[src/shared/svdc_pkg.sv]
package svdc_pkg;
  // Register byte addresses on the AXI4-Lite bus.
  localparam logic [3:0] ADDR_CONTROL = 4'h0;
  localparam logic [3:0] ADDR_STATUS  = 4'h4;
  localparam logic [3:0] ADDR_MASK    = 4'h8;
  // Control register field positions.
  localparam int BIT_POWER_ENABLE = 15;
  localparam int BIT_IDLE_HALT    = 13;
  localparam int BIT_DIRECTION    = 7;
  localparam int BIT_BANDGAP_OK   = 6;
  localparam int BIT_INTREF_OK    = 5;
  localparam int LEVEL_MSB        = 3;
  localparam logic [15:0] CONTROL_WRITE_MASK = 16'ha08f;
  localparam logic [15:0] CONTROL_RESET      = 16'h0000;
  localparam logic [3:0]  LEVEL_EXTERNAL     = 4'hf;
  // Status and mask register layout.
  localparam int BIT_DETECT_EVENT = 0;
  localparam logic [1:0] AXI_OKAY   = 2'h0;
  localparam logic [1:0] AXI_SLVERR = 2'h2;
endpackage

[src/hw/svdc_core.sv]
// Register access over AXI4-Lite and the placing of the registers were chosen for this implementation.
`timescale 1ns/1ps
module svdc_core
  import svdc_pkg::*;
(
  input  wire logic        aclk,
  input  wire logic        aresetn,
  input  wire logic [31:0] s_axi_awaddr,
  input  wire logic        s_axi_awvalid,
  output logic             s_axi_awready,
  input  wire logic [31:0] s_axi_wdata,
  input  wire logic [3:0]  s_axi_wstrb,
  input  wire logic        s_axi_wvalid,
  output logic             s_axi_wready,
  output logic [1:0]       s_axi_bresp,
  output logic             s_axi_bvalid,
  input  wire logic        s_axi_bready,
  input  wire logic [31:0] s_axi_araddr,
  input  wire logic        s_axi_arvalid,
  output logic             s_axi_arready,
  output logic [31:0]      s_axi_rdata,
  output logic [1:0]       s_axi_rresp,
  output logic             s_axi_rvalid,
  input  wire logic        s_axi_rready,
  input  wire logic [14:0] trip_compare_above,
  input  wire logic        external_sense_input,
  input  wire logic        bandgap_stable,
  input  wire logic        internal_ref_stable,
  input  wire logic        device_idle,
  output logic             detector_power_on_ff,
  output logic [3:0]       trip_level_out_ff,
  output logic             irq_ff
);

  ////////////////////////////////////////////////////////////////////////////
  // Synchronisers for the analog inputs; device_idle is used unsynchronised.

  logic [17:0] sync1_ff;
  logic [17:0] sync2_ff;
  logic        device_idle_s;

  always_ff @(posedge aclk) begin
    if (!aresetn) begin
      sync1_ff <= 18'h00000;
      sync2_ff <= 18'h00000;
    end else begin
      sync1_ff <= {bandgap_stable, internal_ref_stable, external_sense_input, trip_compare_above};
      sync2_ff <= sync1_ff;
    end
  end

  assign device_idle_s = device_idle;

  ////////////////////////////////////////////////////////////////////////////
  // Registers.

  logic [15:0] control_ff;
  logic        status_ff;
  logic        mask_ff;
  logic        aw_held_ff;
  logic        w_held_ff;
  logic [31:0] awaddr_ff;
  logic [31:0] wdata_ff;
  logic [3:0]  wstrb_ff;
  logic        do_write;
  logic        event_pulse;
  logic        clear_req;

  assign do_write = aw_held_ff && w_held_ff && !s_axi_bvalid;

  // Decodes a byte address into its register slot, 2'h3 when unmapped.
  function automatic logic [1:0] reg_slot(input logic [31:0] addr);
    unique case (addr[3:0])
      ADDR_CONTROL: reg_slot = 2'h0;
      ADDR_STATUS:  reg_slot = 2'h1;
      ADDR_MASK:    reg_slot = 2'h2;
      default:      reg_slot = 2'h3;
    endcase
    if (addr[31:4] != 28'h0000000) begin
      reg_slot = 2'h3;
    end
  endfunction

  always_ff @(posedge aclk) begin
    if (!aresetn) begin
      aw_held_ff    <= 1'b0;
      w_held_ff     <= 1'b0;
      awaddr_ff     <= 32'h00000000;
      wdata_ff      <= 32'h00000000;
      wstrb_ff      <= 4'h0;
      s_axi_awready <= 1'b0;
      s_axi_wready  <= 1'b0;
      s_axi_bvalid  <= 1'b0;
      s_axi_bresp   <= AXI_OKAY;
    end else begin
      s_axi_awready <= !aw_held_ff && !s_axi_awready && s_axi_awvalid;
      s_axi_wready  <= !w_held_ff && !s_axi_wready && s_axi_wvalid;
      if (s_axi_awvalid && s_axi_awready) begin
        aw_held_ff <= 1'b1;
        awaddr_ff  <= s_axi_awaddr;
      end
      if (s_axi_wvalid && s_axi_wready) begin
        w_held_ff <= 1'b1;
        wdata_ff  <= s_axi_wdata;
        wstrb_ff  <= s_axi_wstrb;
      end
      if (do_write) begin
        aw_held_ff   <= 1'b0;
        w_held_ff    <= 1'b0;
        s_axi_bvalid <= 1'b1;
        s_axi_bresp  <= (reg_slot(awaddr_ff) == 2'h3) ? AXI_SLVERR : AXI_OKAY;
      end else if (s_axi_bready) begin
        s_axi_bvalid <= 1'b0;
      end
    end
  end

  always_ff @(posedge aclk) begin
    if (!aresetn) begin
      control_ff <= CONTROL_RESET;
    end else if (do_write && reg_slot(awaddr_ff) == 2'h0) begin
      if (wstrb_ff[0]) begin
        control_ff[7:0] <= wdata_ff[7:0] & CONTROL_WRITE_MASK[7:0];
      end
      if (wstrb_ff[1]) begin
        control_ff[15:8] <= wdata_ff[15:8] & CONTROL_WRITE_MASK[15:8];
      end
    end
  end

  always_ff @(posedge aclk) begin
    if (!aresetn) begin
      mask_ff <= 1'b0;
    end else if (do_write && reg_slot(awaddr_ff) == 2'h2 && wstrb_ff[0]) begin
      mask_ff <= wdata_ff[BIT_DETECT_EVENT];
    end
  end

  assign clear_req = do_write && reg_slot(awaddr_ff) == 2'h1 && wstrb_ff[0] && wdata_ff[BIT_DETECT_EVENT];

  // Set wins over a write-one clear landing in the same cycle.
  always_ff @(posedge aclk) begin
    if (!aresetn) begin
      status_ff <= 1'b0;
    end else if (event_pulse) begin
      status_ff <= 1'b1;
    end else if (clear_req) begin
      status_ff <= 1'b0;
    end
  end

  always_ff @(posedge aclk) begin
    if (!aresetn) begin
      irq_ff <= 1'b0;
    end else begin
      irq_ff <= (status_ff || event_pulse) && mask_ff && !(clear_req && !event_pulse);
    end
  end

  ////////////////////////////////////////////////////////////////////////////
  // Read channel.

  logic [15:0] control_view;

  assign control_view = {control_ff[15:8], control_ff[7], sync2_ff[17], sync2_ff[16], 1'b0, control_ff[3:0]};

  always_ff @(posedge aclk) begin
    if (!aresetn) begin
      s_axi_arready <= 1'b0;
      s_axi_rvalid  <= 1'b0;
      s_axi_rdata   <= 32'h00000000;
      s_axi_rresp   <= AXI_OKAY;
    end else begin
      s_axi_arready <= !s_axi_arready && !s_axi_rvalid && s_axi_arvalid;
      if (s_axi_arvalid && s_axi_arready) begin
        s_axi_rvalid <= 1'b1;
        s_axi_rresp  <= AXI_OKAY;
        unique case (reg_slot(s_axi_araddr))
          2'h0: s_axi_rdata <= {16'h0000, control_view};
          2'h1: s_axi_rdata <= {31'h00000000, status_ff};
          2'h2: s_axi_rdata <= {31'h00000000, mask_ff};
          2'h3: begin
            s_axi_rdata <= 32'h00000000;
            s_axi_rresp <= AXI_SLVERR;
          end
        endcase
      end else if (s_axi_rready) begin
        s_axi_rvalid <= 1'b0;
      end
    end
  end

  ////////////////////////////////////////////////////////////////////////////
  // Detector: level select, direction, qualification and edge detect.

  logic        running;
  logic        above_now;
  logic        tripped;
  logic        tripped_ff;
  logic [3:0]  level;

  assign level = control_ff[LEVEL_MSB:0];
  // Halting in idle parks the detector and clears the last comparison.
  assign running = control_ff[BIT_POWER_ENABLE] && !(control_ff[BIT_IDLE_HALT] && device_idle_s);

  always_comb begin
    if (level == LEVEL_EXTERNAL) begin
      above_now = sync2_ff[15];
    end else begin
      above_now = sync2_ff[level];
    end
  end

  // Comparator reports "at or above"; a low-going detect trips when not above or level equal cannot be resolved,
  // so the falling direction trips on the comparator reading low.
  assign tripped = control_ff[BIT_DIRECTION] ? above_now : !above_now;

  always_ff @(posedge aclk) begin
    if (!aresetn) begin
      tripped_ff <= 1'b0;
    end else if (running) begin
      tripped_ff <= tripped;
    end else begin
      tripped_ff <= 1'b0;
    end
  end

  assign event_pulse = running && sync2_ff[16] && tripped && !tripped_ff;

  always_ff @(posedge aclk) begin
    if (!aresetn) begin
      detector_power_on_ff <= 1'b0;
      trip_level_out_ff    <= 4'h0;
    end else begin
      detector_power_on_ff <= running;
      trip_level_out_ff    <= level;
    end
  end

  ////////////////////////////////////////////////////////////////////////////
  // Assertions.

  property p_power_off_quiet;
    @(posedge aclk) disable iff (!aresetn)
      !control_ff[BIT_POWER_ENABLE] |=> !detector_power_on_ff;
  endproperty
  a_power_off_quiet: assert property (p_power_off_quiet) else $error("detector powered while disabled");

  property p_idle_halt;
    @(posedge aclk) disable iff (!aresetn)
      control_ff[BIT_IDLE_HALT] && device_idle_s |-> !event_pulse ##1 !detector_power_on_ff;
  endproperty
  a_idle_halt: assert property (p_idle_halt) else $error("detector active in idle with halt set");

  property p_no_flag_unstable;
    @(posedge aclk) disable iff (!aresetn)
      !sync2_ff[16] && !status_ff |=> !status_ff;
  endproperty
  a_no_flag_unstable: assert property (p_no_flag_unstable) else $error("flag set with unstable reference");

  property p_rise_sets_flag;
    @(posedge aclk) disable iff (!aresetn)
      running && sync2_ff[16] && control_ff[BIT_DIRECTION] && above_now && !tripped_ff |=> status_ff;
  endproperty
  a_rise_sets_flag: assert property (p_rise_sets_flag) else $error("rising crossing missed");

  property p_fall_sets_flag;
    @(posedge aclk) disable iff (!aresetn)
      running && sync2_ff[16] && !control_ff[BIT_DIRECTION] && !above_now && !tripped_ff |=> status_ff;
  endproperty
  a_fall_sets_flag: assert property (p_fall_sets_flag) else $error("falling crossing missed");

  property p_flag_sticky;
    @(posedge aclk) disable iff (!aresetn)
      status_ff && !clear_req |=> status_ff;
  endproperty
  a_flag_sticky: assert property (p_flag_sticky) else $error("flag dropped without clear");

  property p_irq_masked;
    @(posedge aclk) disable iff (!aresetn)
      !mask_ff |=> !irq_ff;
  endproperty
  a_irq_masked: assert property (p_irq_masked) else $error("interrupt while masked");

  property p_reserved_zero;
    @(posedge aclk) disable iff (!aresetn)
      s_axi_rvalid && s_axi_rdata[31:16] == 16'h0000 |-> (control_ff & ~CONTROL_WRITE_MASK) == 16'h0000;
  endproperty
  a_reserved_zero: assert property (p_reserved_zero) else $error("reserved control bits stored");

  property p_external_select;
    @(posedge aclk) disable iff (!aresetn)
      level == LEVEL_EXTERNAL |-> above_now == sync2_ff[15];
  endproperty
  a_external_select: assert property (p_external_select) else $error("external input not selected");

  property p_write_answer;
    @(posedge aclk) disable iff (!aresetn)
      do_write |=> s_axi_bvalid;
  endproperty
  a_write_answer: assert property (p_write_answer) else $error("write response missing");

  c_event: cover property (@(posedge aclk) disable iff (!aresetn) event_pulse);
  c_irq: cover property (@(posedge aclk) disable iff (!aresetn) irq_ff);
  c_set_clear_race: cover property (@(posedge aclk) disable iff (!aresetn) event_pulse && clear_req);
  c_external: cover property (@(posedge aclk) disable iff (!aresetn) event_pulse && level == LEVEL_EXTERNAL);

endmodule

[config.mk]
export PLATFORM = sky130hd
export DESIGN_NAME = svdc_core
export DESIGN_NICKNAME = d
export VERILOG_FILES = /design/src/shared/svdc_pkg.sv /design/src/hw/svdc_core.sv
export SDC_FILE = /design/constraint.sdc
export NUM_CORES = 1
export LEC_CHECK = 0
export BUFFER_PORTS_ARGS = -buffer_cell sky130_fd_sc_hd__buf_2
export CAP_MARGIN = 20
export CORE_MARGIN = 5
export CORE_UTILIZATION = 30
export DETAILED_ROUTE_END_ITERATION = 10
export PLACE_DENSITY = 0.61
export RECOVER_POWER = 25
export SKIP_CTS_REPAIR_TIMING = 1
export SLEW_MARGIN = 20
export SYNTH_ARGS = -nofsm -noshare
export SYNTH_HDL_FRONTEND = slang
export SYNTH_SLANG_ARGS = --single-unit
[constraint.sdc]
create_clock -name aclk -period 2.3 [get_ports aclk]
set_clock_uncertainty 0.05 [all_clocks]
set_input_delay 0.115 -clock aclk [delete_from_list [all_inputs] [get_ports aclk]]
set_output_delay 0.115 -clock aclk [all_outputs]
set_load 0.005 [all_outputs]
==> impl_metrics.json, run 1 <==
{
  "drc": 0,
  "globalplace.congestion": 0.813,
  "status": "complete, but fails checks",
  "yosys_warnings": 0,
  "hold_ws_ns": -0.0277,
  "finalHoldViolations": 3,
  "drtAntennaViolNets": 0,
  "synth-seq-cells": 111,
  "clockRootBuffer": "clkbuf_16",
  "cp_slowest_cell": "mux4_1",
  "ios": 173,
  "p_leak_uw": 0.00237,
  "power_density_nw_per_um2": 683,
  "antenna_cells": 0,
  "track_usage": 0.114,
  "syn_inst": 435,
  "worstMarginPinSlew_ns": 1.15,
  "synth_fa_ha_area_frac": 0,
  "crit_type": "reg -> reg",
  "wirelength_mm": 9.77,
  "slew_headroom": 0.236,
  "dp_hpwl_mm": 7.04,
  "synth_top_area_cell": "dfxtp_1",
  "vias": 3406,
  "grt_antenna_before_repair": 0,
  "synth_area_per_cell_um2": 9.27,
  "netlist_top_cells_count": "dfxtp_1, nand2_1, a21oi_1, and2_1, buf_4",
  "worst_ir_drop_vdd_v": 0.000314,
  "final_util": 0.426,
  "rsz0062_at_grt": "false",
  "netlist_area_um2": 4030,
  "drive_gt1_frac": 0.237,
  "grt_max_degree": 44,
  "grt_pass1_wl_mm": 14.7,
  "cts_tree": "done",
  "cp_max_fo": 6,
  "routedWlPerCell_um": 12.3,
  "violations": "negative hold slack",
  "htree_levels": 3,
  "cp_data_required_time_ns": 2.52,
  "fin_nets": 738,
  "drt_pass1_iterations": 5,
  "setup_violations": 0,
  "drt-initial-drc-count": 225,
  "setup_ws_ns": 0.183,
  "path_clk_slew_ns": 0.07,
  "dp_slack_ns": 0.174,
  "setup-tns-final_ns": 0,
  "period_needed_ns": 2.12,
  "slowest_delay_ns": 0.59,
  "ys_types": 32,
  "cts_buffer_depth": 2,
  "yosysTopAreaCellShare": 0.551,
  "synth_ff_type": "dfxtp_1",
  "cp-end-kind": "flip-flop",
  "dieHeight_um": 126,
  "synth_most_common_cell": "dfxtp_1",
  "row_count": 42,
  "cp.arrival_ns": 2.34,
  "synth_compound_gate_area_share": 0.0853,
  "synth_edf_count": 0,
  "cts_buffers": 9,
  "viasPerCell": 4.30,
  "synth_xor_area_frac": 0.00403,
  "synth_top_family_by_area": "simple AND/OR/NAND/NOR gates",
  "n_fill_cell": 1280,
  "async_reset_ff_frac": 0,
  "ys_top_cells_by_area": "dfxtp_1, nand2_1, and2_1, a21oi_1, buf_4",
  "yosys.area_share.simple": 0.236,
  "coreArea_um2": 13200,
  "grt_overflow": 0,
  "drv_slew": 0,
  "cts_sinks": 111,
  "startpoint_type": "flip-flop",
  "synthMuxAreaShare": 0.0515,
  "crit_chain": "mux4_1 -> mux4_2 -> xnor2_2 -> nand4b_1 -> a21boi_1",
  "fmax_mhz": 472,
  "initial_core_util": 0.306,
  "grt_pass1_vias": 3088,
  "min_period_over_period": 0.920,
  "clk_latency_ns": 0.34,
  "r2r_setup_slack_ns": 0.18,
  "syn_to_final_growth_pct": 39.4,
  "die_area_um2": 15900,
  "hold_class": "in -> reg",
  "cap_violations": 0,
  "die_x_um": 126,
  "yosysSeqAreaShare": 0.551,
  "place.port_buffers": 120
}
power breakdown:
part           internal, µW  switching, µW  leakage (µW)  total, µW
Sequential             1980           23.5      0.000905       2000
Combinational           180            144       0.00131        324
Clock                   792            723      0.000147       1510
Total                  2950            891       0.00237       3840
flip-flops by register name, indices dropped and copies added (netlist names), 2 cells and up:
| name | cells |
|---|---|
| trip_level_out_ff | 4 |
| sync2_ff | 18 |
| control_ff | 7 |
| wstrb_ff | 2 |
| wdata_ff | 7 |
| sync1_ff | 18 |
| awaddr_ff | 32 |
| s_axi_rdata | 9 |
layer usage:
| metal | global-route usage | wire length (µm) | vias up |
|---|---|---|---|
| met5 | 0 | 0 | - |
| met4 | 0.0341 | 153 | 0 |
| met3 | 0.0406 | 775 | 14 |
| met2 | 0.189 | 4650 | 120 |
| met1 | 0.139 | 4180 | 1519 |
| li1 | - | - | 1753 |
layout by cell type (no fill, tap or decap), types with 15 or more instances in the layout:
cell,count
and2_0,15
conb_1,25
nor2_1,22
nor4_1,16
nand2_1,99
dlygate4sd3_1,60
a21oi_1,47
buf_2,118
and2_1,28
dfxtp_1,111
area by class of cell:
| type | count | area [µm²] | share of cell area |
|---|---|---|---|
| inverter | 3 | 11.3 | 0.00200 |
| tap | 176 | 220 | 0.0392 |
| timing repair buffer | 188 | 1250 | 0.223 |
| clock inverter | 6 | 60.1 | 0.0107 |
| sequential | 111 | 2220 | 0.395 |
| multi-input combinational | 299 | 1620 | 0.287 |
| clock buffer | 10 | 239 | 0.0425 |
critical path: cells and delay by family, from the launching register on:
| kind | cells | cell delay [ns] |
|---|---|---|
| mux | 2 | 1.11 |
| flops | 1 | 0.46 |
| xor+xnor | 1 | 0.15 |
| compound gates | 1 | 0.15 |
| simple gates | 1 | 0.13 |
final timing paths:
kind | from | endpoint | cells past startpoint
min reg2reg | sync1_ff[17] | sync2_ff[17] | 1
max | control_ff[2] | irq_ff | 5
min | s_axi_awaddr[19] | awaddr_ff[19] | 3
max reg2reg | control_ff[2] | irq_ff | 5
logic make-up after synthesis:
logic type	count (synthesis)
simple gates	198
flops	111
compound gates	62
buf+inv	49
mux	13
xor+xnor	1
other cells	1
through the flow:
step | std cells | power [µW] | cell area [µm²]
CTS | 733 | 3810 | 5030
detailed placement | 717 | 2290 | 4730
floorplan | 459 | 2200 | 4120
global route | 793 | 4030 | 5620
finish | 793 | 3840 | 5620
global placement | 717 | 2290 | 4730
(Power assumes the default switching activity.)
==> run 2: changes to the inputs <==
--- a/config.mk
+++ b/config.mk
@@ -10,7 +10,6 @@
 export CORE_MARGIN = 5
 export CORE_UTILIZATION = 30
 export DETAILED_ROUTE_END_ITERATION = 10
-export PLACE_DENSITY = 0.61
 export RECOVER_POWER = 25
 export SKIP_CTS_REPAIR_TIMING = 1
 export SLEW_MARGIN = 20
==> impl_metrics.json, run 2 (synthesized netlist as in run 1, its figures left out) <==
{
  "status": "complete, but fails checks",
  "violations": "negative hold slack",
  "viasPerCell": 4.34,
  "antenna_cells": 0,
  "coreArea_um2": 13200,
  "globalplace.congestion": 0.791,
  "cp_slowest_cell": "mux4_1",
  "setup-tns-final_ns": 0,
  "crit_type": "reg -> reg",
  "initial_core_util": 0.306,
  "power_density_nw_per_um2": 691,
  "startpoint_type": "flip-flop",
  "hold_depth": 3,
  "dr_wl_met3_um": 772,
  "wirelength_mm": 10.1,
  "crit_chain": "mux4_1 -> mux4_2 -> xnor2_2 -> nand4b_1 -> a21boi_1",
  "largest_reg_flops": 32,
  "ios": 173,
  "dp_slack_ns": 0.169,
  "worst_ir_drop_vdd_v": 0.000407,
  "path_clk_slew_ns": 0.07,
  "crit_family": "multiplexers",
  "layout_common_cells": "buf_2, dfxtp_1, nand2_1",
  "hold_ws_ns": -0.0264,
  "final_common_cell": "buf_2",
  "routedWlPerCell_um": 12.7,
  "final_cell_area_um2": 5650,
  "vias": 3453,
  "hold_end": "awaddr_ff[15]",
  "min_from": "s_axi_awaddr[15]",
  "drt-initial-drc-count": 177,
  "grt_antenna_before_repair": 0,
  "worst-path-buf-inv": 0,
  "grt_max_degree": 59,
  "dr_wl_met2_mm": 4.93,
  "instances_no_fill": 795,
  "rr_startpoint": "control_ff[2]",
  "wl_met1_mm": 4.24,
  "drive_gt1_frac": 0.234,
  "dp_hpwl_mm": 7.06,
  "min_period_over_period": 0.917,
  "cp_data_required_time_ns": 2.53,
  "cp-end-kind": "flip-flop",
  "dieHeight_um": 126,
  "period_needed_ns": 2.11,
  "cp.arrival_ns": 2.34,
  "cts_buffer_depth": 2,
  "fmax_mhz": 474,
  "finalHoldViolations": 1,
  "setup_ws_ns": 0.192,
  "drtAntennaViolNets": 0,
  "r2r_setup_slack_ns": 0.19,
  "die_area_um2": 15900,
  "cts_tree": "done",
  "place.port_buffers": 120,
  "grt_pass1_vias": 3032,
  "grt_pass1_wl_mm": 14.6,
  "fin_nets": 740,
  "drc": 0,
  "dr.max_layer_used": "met4",
  "r2r_cells": 5,
  "clk_latency_ns": 0.35,
  "rsz0062_at_grt": "false",
  "top_register": "awaddr_ff",
  "slowest_delay_ns": 0.59,
  "grt_overflow": 0,
  "row_count": 42,
  "cts_buffers": 9,
  "dpl.cell_count": 716,
  "drv_slew": 0,
  "syn_to_final_growth_pct": 40.1,
  "worstMarginPinSlew_ns": 1.09,
  "place_area_um2": 4720,
  "hold_class": "in -> reg",
  "cap_violations": 0,
  "cp_max_fo": 6,
  "setup_violations": 0,
  "cts_sinks": 111,
  "slew_headroom": 0.272,
  "worstReg2RegEnd": "irq_ff",
  "clockRootBuffer": "clkbuf_16",
  "htree_levels": 3,
  "reg_top3": "awaddr_ff: 32 flops, sync1_ff: 18 flops, sync2_ff: 18 flops",
  "drt_pass1_iterations": 4,
  "track_usage": 0.115,
  "die_x_um": 126,
  "p_leak_uw": 0.00237
}
-- run 2: cell types whose count changed in the layout (fill, tap and decap cells not counted) --
cell / change
and2_0: +3
and2_1: -3
dlygate4sd3_1: +3
inv_6: -3
buf_4: -1
bufinv_16: +1
clkbuf_8: -1
clkinv_2: +1
clkinv_4: +1
clkinv_8: -1
clkinvlp_4: +1
inv_8: +1
-- run 2: worst max path at each step --
stage / from / to / slack [ns] / depth (start not counted)
6_report: control_ff[2] / irq_ff / 0.19 / 5
3_3_place_gp: control_ff[2] / irq_ff / 0.22 / 5
2_1_floorplan: control_ff[2] / irq_ff / 0.37 / 6
4_1_cts: control_ff[2] / irq_ff / 0.15 / 5
5_1_grt: control_ff[2] / irq_ff / 0.07 / 5
3_5_place_dp: control_ff[2] / irq_ff / 0.17 / 5
-- run 2: per-stage QoR --
step                 util  power (µW)
floorplan               -        2200
global placement    0.358        2280
detailed placement  0.358        2290
CTS                 0.381        3870
global route        0.428        4070
finish              0.428        3900
-- run 2: worst register-to-register path: stages, from the launching register on --
cell	delay, ns
dfxtp_1	0.46
mux4_1	0.59
mux4_2	0.52
xnor2_2	0.15
nand4b_1	0.13
a21boi_1	0.14
-- run 2: power by group --
part           internal [µW]  total [µW]  switching (µW)
clock                    858        1580             719
sequential              1980        2000            23.7
combinational            182         326             144
-- run 2: layer usage --
metal,vias to the layer above,global-route usage
li1,1757,-
met1,1563,0.137
met2,121,0.189
met4,0,0.0454
met3,12,0.0432
met5,-,0
-- run 2: cell type report --
class                           count  area, µm²
Inverter                            3       11.3
Tap cell                          176        220
Multi-Input combinational cell    299       1620
Fill cell                        1287       7540
Clock buffer                        9        225
Timing Repair Buffer              190       1280
Clock inverter                      7       80.1
Sequential cell                   111       2220
==> run 3: changes to the inputs <==
--- a/config.mk
+++ b/config.mk
@@ -7,9 +7,12 @@
 export LEC_CHECK = 0
 export BUFFER_PORTS_ARGS = -buffer_cell sky130_fd_sc_hd__buf_2
 export CAP_MARGIN = 20
+export CELL_PAD_IN_SITES_DETAIL_PLACEMENT = 1
+export CELL_PAD_IN_SITES_GLOBAL_PLACEMENT = 2
 export CORE_MARGIN = 5
-export CORE_UTILIZATION = 30
+export CORE_UTILIZATION = 27
 export DETAILED_ROUTE_END_ITERATION = 10
+export PLACE_DENSITY_LB_ADDON = 0.1
 export RECOVER_POWER = 25
 export SKIP_CTS_REPAIR_TIMING = 1
 export SLEW_MARGIN = 20
==> impl_metrics.json, run 3 (synthesized netlist as in run 1, its figures left out) <==
{
  "status": "complete, but fails checks",
  "violations": "negative hold slack",
  "vias": 3458,
  "setup_violations": 0,
  "globalplace.congestion": 0.708,
  "cts_buffers": 9,
  "place.port_buffers": 120,
  "drive_gt1_frac": 0.235,
  "dp_slack_ns": 0.107,
  "setup_ws_ns": 0.152,
  "hold_class": "in -> reg",
  "multi_input_area_um2": 1620,
  "power_density_nw_per_um2": 687,
  "drt_pass1_iterations": 4,
  "p_leak_uw": 0.00235,
  "setup-tns-final_ns": 0,
  "rsz0062_at_grt": "false",
  "finalHoldViolations": 4,
  "cp.arrival_ns": 2.38,
  "dieHeight_um": 132,
  "path_clk_slew_ns": 0.07,
  "viasPerCell": 4.33,
  "min_period_over_period": 0.934,
  "crit_type": "reg -> reg",
  "hold_ws_ns": -0.0315,
  "startpoint_type": "flip-flop",
  "worst_ir_drop_vdd_v": 0.000374,
  "grt_pass1_vias": 3458,
  "clk_latency_ns": 0.34,
  "drtAntennaViolNets": 0,
  "syn_to_final_growth_pct": 39.2,
  "worstMarginPinSlew_ns": 1.18,
  "die_area_um2": 17500,
  "routedWlPerCell_um": 13.6,
  "largest_reg_flops": 32,
  "wirelength_mm": 10.8,
  "drc": 0,
  "cp_data_required_time_ns": 2.53,
  "cp-end-kind": "flip-flop",
  "r2r_cells": 5,
  "fin_nets": 735,
  "cp_max_fo": 7,
  "seqCellArea_um2": 2220,
  "drt-initial-drc-count": 95,
  "period_needed_ns": 2.15,
  "hold_depth": 3,
  "coreArea_um2": 14600,
  "grt_util_met3": 0.0317,
  "grtUsageMet1": 0.151,
  "final_cell_area_um2": 5610,
  "grt_pass1_wl_mm": 16.9,
  "layout_common_cells": "buf_2, dfxtp_1, nand2_1",
  "met2_usage": 0.193,
  "reg_top3": "awaddr_ff: 32 flops, sync1_ff: 18 flops, sync2_ff: 18 flops",
  "initial_core_util": 0.276,
  "clockRootBuffer": "clkbuf_16",
  "cts_tree": "done",
  "track_usage": 0.120,
  "antenna_cells": 0,
  "place_area_um2": 4740,
  "die_x_um": 132,
  "cts_sinks": 111,
  "grt_antenna_before_repair": 0,
  "dpl.cell_count": 724,
  "grt_max_degree": 41,
  "fmax_mhz": 466,
  "grt_overflow": 0,
  "instances_no_fill": 798,
  "cap_violations": 0,
  "final_common_cell": "buf_2",
  "dp_hpwl_mm": 7.87,
  "cts_buffer_depth": 2,
  "drv_slew": 0,
  "n_fill_cell": 1721,
  "htree_levels": 3,
  "busiest_layer": "met2",
  "top_register": "awaddr_ff",
  "slew_headroom": 0.213,
  "row_count": 44,
  "ios": 173
}
## run 3: worst paths after layout
check | start | to | slack (ns)
hold / removal | s_axi_awaddr[12] | awaddr_ff[12] | -0.03
hold reg to reg | sync1_ff[17] | sync2_ff[17] | 0.39
setup / recovery | control_ff[2] | irq_ff | 0.15
setup reg to reg | control_ff[2] | irq_ff | 0.15
## run 3: layout make-up
type	count	share of cell area
inverters	3	0.00201
repair buffers	185	0.221
multi-input cells	299	0.289
flip-flops and latches	111	0.396
clock buffers	11	0.0415
clock inverters	5	0.0100
well taps	184	0.0410
## run 3: routing by layer
| layer | part of all wire | vias up |
|---|---|---|
| li1 | - | 1753 |
| met1 | 0.47 | 1597 |
| met2 | 0.46 | 98 |
| met3 | 0.055 | 10 |
| met4 | 0.016 | 0 |
| met5 | 0 | - |
## run 3: metrics by stage
stage	total power (µW)	utilization
detailed placement	2310	0.325
floorplan	2200	-
global placement	2300	0.325
CTS	3850	0.345
global route	4040	0.385
finish	3860	0.385
## run 3: power breakdown
group | switching (µW) | internal, µW | leakage (µW)
Clock | 678 | 846 | 0.000140
Combinational | 149 | 180 | 0.00131
Sequential | 24.8 | 1980 | 0.000905
Total | 852 | 3010 | 0.00235
## run 3: critical path, stage by stage (launching register included)
cell and delay, ns:
dfxtp_1 0.50, mux4_1 0.60, mux4_2 0.51, xnor2_2 0.15, nand4b_1 0.13, a21boi_1 0.14
